--- src/hw/sr_pkg.sv ---
// Constants, timing counts and state encoding for the self refresh block
package sr_pkg;
  localparam int CLK_MHZ              = 100;
  localparam int CLK_PERIOD_NS        = 10;
  // Least times, rounded up to whole cycles
  localparam int MIN_SR_RESIDENCY_NS  = 15;
  localparam int MIN_SR_RESIDENCY_CYC =
    (MIN_SR_RESIDENCY_NS + CLK_PERIOD_NS - 1) / CLK_PERIOD_NS;
  localparam int SR_EXIT_INTERVAL_NS  = 100;
  localparam int SR_EXIT_INTERVAL_CYC =
    (SR_EXIT_INTERVAL_NS + CLK_PERIOD_NS - 1) / CLK_PERIOD_NS;
  // Internal refresh spacing: window over count, rounded down
  localparam int REFRESH_WINDOW_MS    = 32;
  localparam int REFRESH_COUNT        = 4096;
  localparam int REFRESH_INTERVAL_CYC =
    (REFRESH_WINDOW_MS * CLK_MHZ * 1000) / REFRESH_COUNT;
  localparam int TIMER_W              = 12;
  localparam int NUM_BANKS            = 4;
  // Command/address field positions and patterns
  localparam int CA_W                 = 10;
  localparam logic [2:0] SR_ENTRY_CA  = 3'h4;
  localparam logic [3:0] MRW_CA       = 4'h0;
  localparam int MA_LO_POS            = 4;
  localparam int MA_HI_POS            = 0;
  localparam int OP_POS               = 2;
  // Mode register addresses and reset values
  localparam logic [7:0] MR_ADDR_BANK_MASK = 8'h10;
  localparam logic [7:0] MR_ADDR_SEG_MASK  = 8'h11;
  localparam logic [7:0] BANK_MASK_RESET   = 8'h00;
  typedef enum logic [1:0] {
    ST_IDLE     = 2'h0,
    ST_SELF_REF = 2'h1,
    ST_EXIT     = 2'h3
  } sr_state_t;
endpackage : sr_pkg

--- src/hw/sr_timer.sv ---
// Loadable down counter used for refresh spacing and exit timing
`timescale 1ns/1ns
module sr_timer #(
  parameter int W = 12
) (
  input  wire logic         clk,
  input  wire logic         sys_rst,
  input  wire logic         load,
  input  wire logic [W-1:0] load_val,
  output logic              done
);
  logic [W-1:0] cnt_reg;

  generate
    if (W < 1) begin : g_bad_width
      $error("Timer width must be at least one");
    end
  endgenerate

  always_ff @(posedge clk) begin
    if (sys_rst) begin
      cnt_reg <= '0;
    end else if (load) begin
      cnt_reg <= load_val;
    end else if (cnt_reg != '0) begin
      cnt_reg <= cnt_reg - W'(1);
    end
  end

  assign done = (cnt_reg == '0);
endmodule : sr_timer

--- src/hw/dram_refresh_self_refresh.sv ---
// Self refresh entry, residency, exit timing and bank-masked internal refresh
`timescale 1ns/1ns
module dram_refresh_self_refresh #(
  parameter int NUM_BANKS = sr_pkg::NUM_BANKS
) (
  input  wire logic                    clk,
  input  wire logic                    sys_rst,
  input  wire logic                    cke,
  input  wire logic                    cs_n,
  input  wire logic [sr_pkg::CA_W-1:0] cmd_addr,
  output logic                         self_refresh_active,
  output logic                         internal_clk_en,
  output logic                         internal_refresh,
  output logic [NUM_BANKS-1:0]         refresh_bank_en,
  output logic                         exit_busy,
  output logic [7:0]                   bank_mask_state
);
  localparam int TW = sr_pkg::TIMER_W;
  localparam logic [TW-1:0] REF_RELOAD =
    TW'(sr_pkg::REFRESH_INTERVAL_CYC - 1);
  localparam logic [TW-1:0] EXIT_RELOAD =
    TW'(sr_pkg::SR_EXIT_INTERVAL_CYC - 1);

  generate
    if (NUM_BANKS < 1 || NUM_BANKS > 8) begin : g_bad_banks
      $error("NUM_BANKS must lie between 1 and 8");
    end
    if (sr_pkg::REFRESH_INTERVAL_CYC >= (1 << TW)) begin : g_bad_timer
      $error("Refresh interval does not fit the timer");
    end
  endgenerate

  function automatic logic sr_entry(input logic             en,
                                    input logic             sel_n,
                                    input logic [2:0]       ca);
    sr_entry = !en && !sel_n && (ca == sr_pkg::SR_ENTRY_CA);
  endfunction : sr_entry

  sr_pkg::sr_state_t state_reg;
  sr_pkg::sr_state_t state_next;
  logic              mrw_pending_reg;
  logic [5:0]        ma_lo_reg;
  logic [7:0]        bank_mask_reg;
  logic              ref_load;
  logic              ref_done;
  logic [TW-1:0]     ref_load_val;
  logic              exit_load;
  logic              exit_done;
  logic [7:0]        mr_addr;
  logic              entry_now;

  assign entry_now = (state_reg == sr_pkg::ST_IDLE ||
                      state_reg == sr_pkg::ST_EXIT) &&
                     sr_entry(cke, cs_n, cmd_addr[2:0]);
  assign mr_addr = {cmd_addr[sr_pkg::MA_HI_POS +: 2], ma_lo_reg};

  always_comb begin
    state_next = state_reg;
    case (state_reg)
      sr_pkg::ST_IDLE: begin
        if (entry_now) begin
          state_next = sr_pkg::ST_SELF_REF;
        end
      end
      sr_pkg::ST_SELF_REF: begin
        if (cke) begin
          state_next = sr_pkg::ST_EXIT;
        end
      end
      sr_pkg::ST_EXIT: begin
        if (!cke) begin
          state_next = sr_pkg::ST_SELF_REF;
        end else if (exit_done) begin
          state_next = sr_pkg::ST_IDLE;
        end
      end
      default: state_next = sr_pkg::ST_IDLE;
    endcase
  end

  always_ff @(posedge clk) begin
    if (sys_rst) begin
      state_reg <= sr_pkg::ST_IDLE;
    end else begin
      state_reg <= state_next;
    end
  end

  // Exit interval starts on the edge that first sees enable high
  assign exit_load = (state_reg == sr_pkg::ST_SELF_REF) && cke;
  // First internal refresh fires on entry, then on the period timer
  assign ref_load  = (state_reg != sr_pkg::ST_SELF_REF) ||
                     ref_done;
  // Outside self refresh the timer is held empty, so entry finds it done
  assign ref_load_val = (state_reg == sr_pkg::ST_SELF_REF) ? REF_RELOAD :
                                                             '0;

  sr_timer #(.W(TW)) u_ref_timer (
    .clk      (clk),
    .sys_rst  (sys_rst),
    .load     (ref_load),
    .load_val (ref_load_val),
    .done     (ref_done)
  );

  sr_timer #(.W(TW)) u_exit_timer (
    .clk      (clk),
    .sys_rst  (sys_rst),
    .load     (exit_load),
    .load_val (EXIT_RELOAD),
    .done     (exit_done)
  );

  // Mode register writes are decoded only while idle with enable high
  always_ff @(posedge clk) begin
    if (sys_rst) begin
      mrw_pending_reg <= 1'b0;
      ma_lo_reg       <= 6'h00;
    end else begin
      mrw_pending_reg <= (state_reg == sr_pkg::ST_IDLE) && cke && !cs_n &&
                         !mrw_pending_reg &&
                         (cmd_addr[3:0] == sr_pkg::MRW_CA);
      ma_lo_reg       <= cmd_addr[sr_pkg::MA_LO_POS +: 6];
    end
  end

  // Segment mask address is accepted but holds nothing on this part
  always_ff @(posedge clk) begin
    if (sys_rst) begin
      bank_mask_reg <= sr_pkg::BANK_MASK_RESET;
    end else if (mrw_pending_reg &&
                 mr_addr == sr_pkg::MR_ADDR_BANK_MASK) begin
      bank_mask_reg <= cmd_addr[sr_pkg::OP_POS +: 8];
    end
  end

  always_ff @(posedge clk) begin
    if (sys_rst) begin
      self_refresh_active <= 1'b0;
      internal_clk_en     <= 1'b1;
      exit_busy           <= 1'b0;
      bank_mask_state     <= sr_pkg::BANK_MASK_RESET;
    end else begin
      self_refresh_active <= (state_next == sr_pkg::ST_SELF_REF);
      internal_clk_en     <= (state_next != sr_pkg::ST_SELF_REF);
      exit_busy           <= (state_next == sr_pkg::ST_EXIT);
      bank_mask_state     <= bank_mask_reg;
    end
  end

  // A set mask bit blocks refresh of that whole bank
  always_ff @(posedge clk) begin
    if (sys_rst) begin
      internal_refresh <= 1'b0;
      refresh_bank_en  <= '0;
    end else begin
      internal_refresh <= (state_reg == sr_pkg::ST_SELF_REF) &&
                          !cke && ref_done;
      refresh_bank_en  <= ~bank_mask_reg[NUM_BANKS-1:0];
    end
  end

  localparam int A_RES = sr_pkg::MIN_SR_RESIDENCY_CYC + 1;
  localparam int A_XSR = sr_pkg::SR_EXIT_INTERVAL_CYC;

  a_entry_decode: assert property (@(posedge clk) disable iff (sys_rst)
    (state_reg == sr_pkg::ST_IDLE && !cke && !cs_n &&
     cmd_addr[2:0] == sr_pkg::SR_ENTRY_CA) |=> self_refresh_active)
    else $error("Self refresh entry not taken");
  a_stay_low: assert property (@(posedge clk) disable iff (sys_rst)
    (self_refresh_active && !cke) |=> self_refresh_active)
    else $error("Left self refresh with enable low");
  a_inputs_ignored: assert property (@(posedge clk) disable iff (sys_rst)
    (state_reg == sr_pkg::ST_SELF_REF) |=> !mrw_pending_reg)
    else $error("Command decoded during self refresh");
  a_clock_gated: assert property (@(posedge clk) disable iff (sys_rst)
    internal_clk_en == !self_refresh_active)
    else $error("Internal clock not gated in self refresh");
  a_first_refresh: assert property (@(posedge clk) disable iff (sys_rst)
    $rose(self_refresh_active) |-> ##[0:A_RES]
      (internal_refresh || !self_refresh_active))
    else $error("No internal refresh within residency");
  a_exit_length: assert property (@(posedge clk) disable iff (sys_rst)
    ($rose(exit_busy) ##1 cke [*2]) |-> exit_busy)
    else $error("Exit interval ended early");
  a_exit_bound: assert property (@(posedge clk) disable iff (sys_rst)
    $rose(exit_busy) |-> ##[1:A_XSR] (!exit_busy))
    else $error("Exit interval overran");
  a_mask_write: assert property (@(posedge clk) disable iff (sys_rst)
    (mrw_pending_reg && mr_addr == sr_pkg::MR_ADDR_BANK_MASK) |=>
      ##1 bank_mask_state == $past(cmd_addr[sr_pkg::OP_POS +: 8], 2))
    else $error("Bank mask write lost");
  a_mask_banks: assert property (@(posedge clk) disable iff (sys_rst)
    internal_refresh |-> refresh_bank_en == ~$past(bank_mask_reg[NUM_BANKS-1:0]))
    else $error("Masked bank refreshed");
  a_seg_ignored: assert property (@(posedge clk) disable iff (sys_rst)
    (mrw_pending_reg && mr_addr == sr_pkg::MR_ADDR_SEG_MASK) |=>
      $stable(bank_mask_reg))
    else $error("Segment write changed bank mask");

  c_enter: cover property (@(posedge clk) disable iff (sys_rst)
    $rose(self_refresh_active));
  c_exit_done: cover property (@(posedge clk) disable iff (sys_rst)
    $fell(exit_busy) && !self_refresh_active);
  c_reentry: cover property (@(posedge clk) disable iff (sys_rst)
    exit_busy ##1 self_refresh_active);
  c_mask_refresh: cover property (@(posedge clk) disable iff (sys_rst)
    internal_refresh && refresh_bank_en != '1);
endmodule : dram_refresh_self_refresh

--- config.mk ---
export PLATFORM = sky130hd
export DESIGN_NAME = dram_refresh_self_refresh
export DESIGN_NICKNAME = d
export VERILOG_FILES = /design/src/hw/sr_pkg.sv /design/src/hw/sr_timer.sv /design/src/hw/dram_refresh_self_refresh.sv
export SDC_FILE = /design/constraint.sdc
export NUM_CORES = 1
export LEC_CHECK = 0
export BUFFER_PORTS_ARGS = -buffer_cell sky130_fd_sc_hd__buf_2
export CORE_MARGIN = 2
export CORE_UTILIZATION = 40
export CTS_CLUSTER_DIAMETER = 100
export DETAILED_ROUTE_END_ITERATION = 8
export GPL_TIMING_DRIVEN = 1
export PLACE_DENSITY = 0.58
export SYNTH_ARGS = -nofsm -noshare
export SYNTH_HDL_FRONTEND = slang
export SYNTH_HIERARCHICAL = 1
export SYNTH_SLANG_ARGS = --single-unit
--- constraint.sdc ---
create_clock -name clk -period 2.5 [get_ports clk]
set_input_delay 0.125 -clock clk [delete_from_list [all_inputs] [get_ports clk]]
set_output_delay 0.125 -clock clk [all_outputs]
set_load 0.1 [all_outputs]
======== Word level (Yosys, flattened, before mapping) ========
Cells that the tools add are included.
cells by class
  add/sub/neg operators ................... 2
  bitwise logic cells ..................... 1
  eq/ne operators ......................... 8
  muxes and demuxes ....................... 10
  reductions and logical operators ........ 25
operators with widths
  kind                                                  number
  logical NOT 12 bit                                    2
  two-way mux 12 bit                                    2
  nonzero test 12 bit                                   2
  subtractor 12 x 1 -> 12 bit (second input constant)   2
  logical AND 1 bit                                     11
  two-way mux 10 bit                                    1
  equality test 8 x 5 -> 1 bit (second input constant)  1
  two-way mux 2 bit                                     4
  two-way mux 4 bit                                     2
  case mux 2 bit (3 select lines)                       1
  equality test 2 x 1 -> 1 bit (second input constant)  2
  equality test 2 bit (second input constant)           2
  logical NOT 4 bit                                     1
  != test 2 x 1 -> 1 bit (second input constant)        2
  NOT 4 bit                                             1
  nonzero test 2 bit                                    2
  equality test 3 bit (second input constant)           1
  logical NOT 1 bit                                     3
  logical NOT 2 bit                                     1
  logical OR 1 bit                                      2
  OR reduction 2 bit                                    1
storage, ports and cells
  logic and storage cells ................. 59
  output and inout bits ................... 16
  input bits .............................. 14
  register bits ........................... 57

======== Logic depth before layout (Yosys ltp) ========
  depth in word-level cells ............... 7
  gate-level depth with buffers ........... 10
  mapped depth without buffers ............ 9

======== Hierarchy ========
The synthesis kept the hierarchy.
modules (own cells, without submodules)
  module                     cells each  times used  area an instance (um2)  sequential area each (um2)
  sr_timer                   93          2           729.4                   240.2
  dram_refresh_self_refresh  115         1           1206.2                  660.6

======== Worst setup path before layout ========
Ideal clock, no wire load.
  path type ............................... flip-flop to flip-flop
  start point ............................. register u_ref_timer.cnt_reg[0]
  end point ............................... register u_ref_timer.cnt_reg[9]
  clock period less this slack ............ 2.310 ns
  path buffers ............................ 2
  setup time .............................. 0.120 ns
  data arrival time ....................... 2.190 ns
  setup slack ............................. 0.190 ns
  data required time ...................... 2.380 ns
  cell stages (with the launch flop) ...... 11
  path through ............................ dfxtp_1 -> inv_1 -> ha_1 -> nor3b_1 -> nand3_1 -> inv_1 -> nand2b_1 -> clkbuf_1 -> clkbuf_1 -> a21oi_1 -> o31a_1
on the way
  cells in the longest elaborated chain, start to end .. 3
  elaborated cells between the ends (all ways) .. 7
  those cells by class .................... add/sub (1); mux (2); reduce/logical (4)
ends and longest elaborated chain
  item                                                             RTL line                         RTL
  from (decl)                                                      sr_timer.sv:12                   logic [W-1:0] cnt_reg;
  from (signal assigned)                                           sr_timer.sv:24                   cnt_reg <= load_val;
  from (signal assigned)                                           sr_timer.sv:26                   cnt_reg <= cnt_reg - W'(1);
  logical NOT 12 bit *                                             sr_timer.sv:30                   assign done = (cnt_reg == '0);
  via ref_done                                                     dram_refresh_self_refresh.sv:45  logic ref_done;
  logical OR 1 bit *                                               dram_refresh_self_refresh.sv:92  assign ref_load = (state_reg != sr_pkg::ST_SELF_REF) ||
  via ref_load                                                     dram_refresh_self_refresh.sv:44  logic ref_load;
  two-way mux 12 bit / nonzero test 2 bit (equally long branches)  n/a
Mark *: on every way through the listed nets, which the timed path passes. The rest lies on a longest branch. The select of a mux whose other input is x is not followed.
A chain may end at the register's enable or synchronous reset.

======== Worst setup path in the final report ========
  start point ............................. register u_ref_timer.cnt_reg[0]
  end point ............................... register u_ref_timer.cnt_reg[0]
Same word-level chain as after synthesis.

==> reports/qor.json <==
{
  "global_routing": {
    "grt_use_total_pct": 15.89,
    "globalRoute.totalOverflow": 0,
    "grt_first_pass_wirelength_mm": 9.232,
    "grt_max_degree": 42,
    "initial_antenna_violation_count": 0,
    "vias_in_the_first_global_route": 2047
  },
  "critical_path": {
    "critical_path.startpoint_type": "flop",
    "critPathRequiredTime_ns": 2.68,
    "reg2reg_setup_slack_ns": 0.50,
    "worstRegToRegCells": 11,
    "worstSetupPathType": "reg2reg",
    "critical_path.endpoint_type": "flop",
    "arrival_ns": 2.18,
    "crit-reg2reg-launch": "u_ref_timer/cnt_reg[0]",
    "cp_max_fo": 7,
    "crit_start": "u_ref_timer/cnt_reg[0]",
    "endpoint": "u_ref_timer/cnt_reg[0]",
    "worstReg2RegEnd": "u_ref_timer/cnt_reg[0]"
  },
  "clocking": {
    "cts-htree-levels": 3,
    "clock_latency_ns": 0.33,
    "cts-buffers-inserted": 9,
    "cts.sink_count": 57,
    "clk_root_buffer_cell": "clkbuf_8",
    "tritoncts_clock_tree": "done",
    "cts_post_setup_buffers_inserted": 0,
    "clk_pin_slew_worst_paths_ns": 0.07,
    "cts.repair.resized": 0,
    "cts.path.max_buffers": 2,
    "cts.hold.buffers_added": 0
  },
  "yosys": {
    "synth_compound_gate_area_share_pct": 14.37,
    "synth.avg_cell_area_um2": 8.854,
    "synth_top_area_share_pct": 42.82,
    "main_combinational_cell_family_by_area_after_synthesis": "simple AND/OR/NAND/NOR gates",
    "muxShareOfSynthArea_pct": 6.009,
    "yosys.cell_count.top_type": "dfxtp_1",
    "synth_edf_count": 0,
    "synthesis.instances": 301,
    "synth_adder_area_share_pct": 3.756,
    "netlist-cell-type-count": 42,
    "yosys.area.top_type": "dfxtp_1",
    "synth_xor_area_share_pct": 0,
    "dominantRegCellSynth": "dfxtp_1",
    "postSynthRegisterBits": 57,
    "yosysSeqAreaShare_pct": 42.82,
    "top_area_cells_in_the_synthesized_netlist": "dfxtp_1 (43%), mux2i_1 (6.0%), nor2b_1 (4.7%)",
    "netlist_area_mm2": 0.002665,
    "synth_async_sr_flop_share_pct": 0,
    "synthTopCellsByCount": "dfxtp_1 (57), nor2_1 (32), inv_1 (26), nor2b_1 (20), nor3_1 (19)",
    "yosys.area_share.simple_pct": 26.85,
    "ys.warnings.count": 6
  },
  "hold_path": {
    "hp-class": "in2reg"
  },
  "status": {
    "run_status": "complete, no violations"
  },
  "power": {
    "static-leakage-power_uw": 0.001457,
    "internal_power_uw": 2328,
    "power.share.sequential_pct": 34.4,
    "net-switching-power_uw": 1072,
    "power.density_mw_per_mm2": 1041,
    "share_comb_of_total_power_pct": 30.9,
    "p_total_uw": 3400,
    "power_switching_share_pct": 31.54,
    "vdd_drop_max_v": 0.0006093,
    "power.share.clock_pct": 34.6
  },
  "timing": {
    "min_clock_period_post_route_ns": 2.003,
    "fin_skew_ns": 0.005809,
    "timing.slew.headroom_pct": 48.36,
    "fin_hold_ws_ns": 0.02243,
    "max_clock_freq_mhz": 499.4,
    "finalSetupViolations": 0,
    "report.final.slew_viol_count": 0,
    "tightest_slew_ns": 0.7746,
    "grt_setup_unrepaired": "no",
    "layout_worst_path_cycle_share_pct": 80.10,
    "final_critical_path_setup_slack_ns": 0.4975,
    "hold_viol_final": 0,
    "setup_total_negative_slack_ns": 0
  },
  "placed_design": {
    "dpl_wire_length_mm": 3.814,
    "gp_routability_congestion": 0.7998,
    "numPortBuffers": 29,
    "pre_cts_ws_ns": 0.5186
  },
  "cells_and_area": {
    "combined_flip_flop_and_latch_cell_area_mm2": 0.001141,
    "areaGrowthSynthToFinish_pct": 22.54,
    "num-nets-final": 381,
    "layout.filler_cells": 612,
    "final_layout_size_suffix_gt1_share_pct": 18.41,
    "number_of_antenna_repair_diodes": 0,
    "multiInputGateArea_mm2": 0.001434
  },
  "floorplan": {
    "initial_cell_density_of_the_core_pct": 41.73,
    "dieWidth_um": 85.63,
    "num_io_pins": 30,
    "num_rows": 29,
    "die_height_um": 85.63,
    "core_footprint_mm2": 0.006386,
    "floorplan.die_area_mm2": 0.007332
  },
  "drt": {
    "num_vias": 2212,
    "drtAntennaViolNets": 0,
    "firstDrtPassIters": 4,
    "viasPerCell": 5.016,
    "routedWlPerCell_um": 12.26,
    "drt_first_iter_violations": 103,
    "routed_wirelength_mm": 5.406,
    "post-route-drc-count": 0
  },
  "flow_run": {
    "maxCapViolations": 0
  }
}
[stage by stage]
step	area [um^2]	std cells	utilization [%]
after floorplan	2733	319	-
after global placement	2989	425	46.81
after detailed placement	2989	425	46.81
after CTS	3266	441	51.14
after global routing	3266	441	51.14
final	3266	441	51.14
[cell families (layout without fill, tap and decap cells)]
| logic type | count (synthesis) | count (layout) |
|---|---|---|
| buffers and inverters | 36 | 81 |
| AO/OA/AOI/OAI | 53 | 53 |
| flip-flops | 57 | 57 |
| multiplexers | 16 | 16 |
| other | 2 | 20 |
| adder cells (fa/ha/maj) | 8 | 8 |
| AND/OR/NAND/NOR | 129 | 129 |
[power groups by stage]
stage | combinational, uW | sequential, uW | clock (uW)
2_1_floorplan | 746 | 1220 | 0
5_1_grt | 1180 | 1190 | 1250
4_1_cts | 1050 | 1170 | 1210
6_report | 1050 | 1170 | 1180
3_3_place_gp | 1040 | 1190 | 0
3_5_place_dp | 1040 | 1180 | 0
[area by class of cell]
class                   instances  share of cell area (%)
multi-input cells             226                   43.91
repair buffers                 39                   6.743
clock inverters                 5                   3.831
inverters                      26                   2.989
flip-flops and latches         57                   34.94
clock buffers                  11                   4.636
well taps                      77                   2.950
[cells in the final DEF, fill, tap and decap left out, types with 8 or more instances in the layout]
master,n
dfxtp_1,57
nor2_1,32
buf_2,29
inv_1,26
nor2b_1,20
conb_1,20
nor3_1,19
mux2i_1,16
nand2_1,16
a21oi_1,13
clkbuf_8,11
buf_4,10
a211oi_1,9
nand3_1,8
ha_1,8
[worst min-delay path by stage]
stage / start / to / slack (ns) / cells past startpoint
global placement: cmd_addr[9] / ma_lo_reg[5] / 0.35 / 2
finish: cmd_addr[9] / ma_lo_reg[5] / 0.02 / 2
CTS: cmd_addr[9] / ma_lo_reg[5] / 0.003 / 2
global route: cmd_addr[4] / ma_lo_reg[0] / 0.01 / 2
detailed placement: cmd_addr[9] / ma_lo_reg[5] / 0.36 / 2
floorplan: sys_rst / u_exit_timer/cnt_reg[0] / 0.24 / 1
[layer usage]
metal	track usage (%)	wire, um	vias to the layer above
met3	4.620	194	7
met5	0	0	-
met2	24.22	2495	36
met4	7.792	92	0
li1	-	-	1159
met1	20.61	2623	1010
[worst max-delay path: stages, from the launching register on]
cell and delay, ns:
dfxtp_1 0.33, inv_1 0.10, ha_1 0.18, nor3b_1 0.18, buf_4 0.16, nand3_1 0.10
inv_1 0.09, nand2b_1 0.24, buf_4 0.20, nor3_1 0.05, mux2i_1 0.14, o21ai_0 0.09
Note: power is estimated with default switching activity, not from simulation.
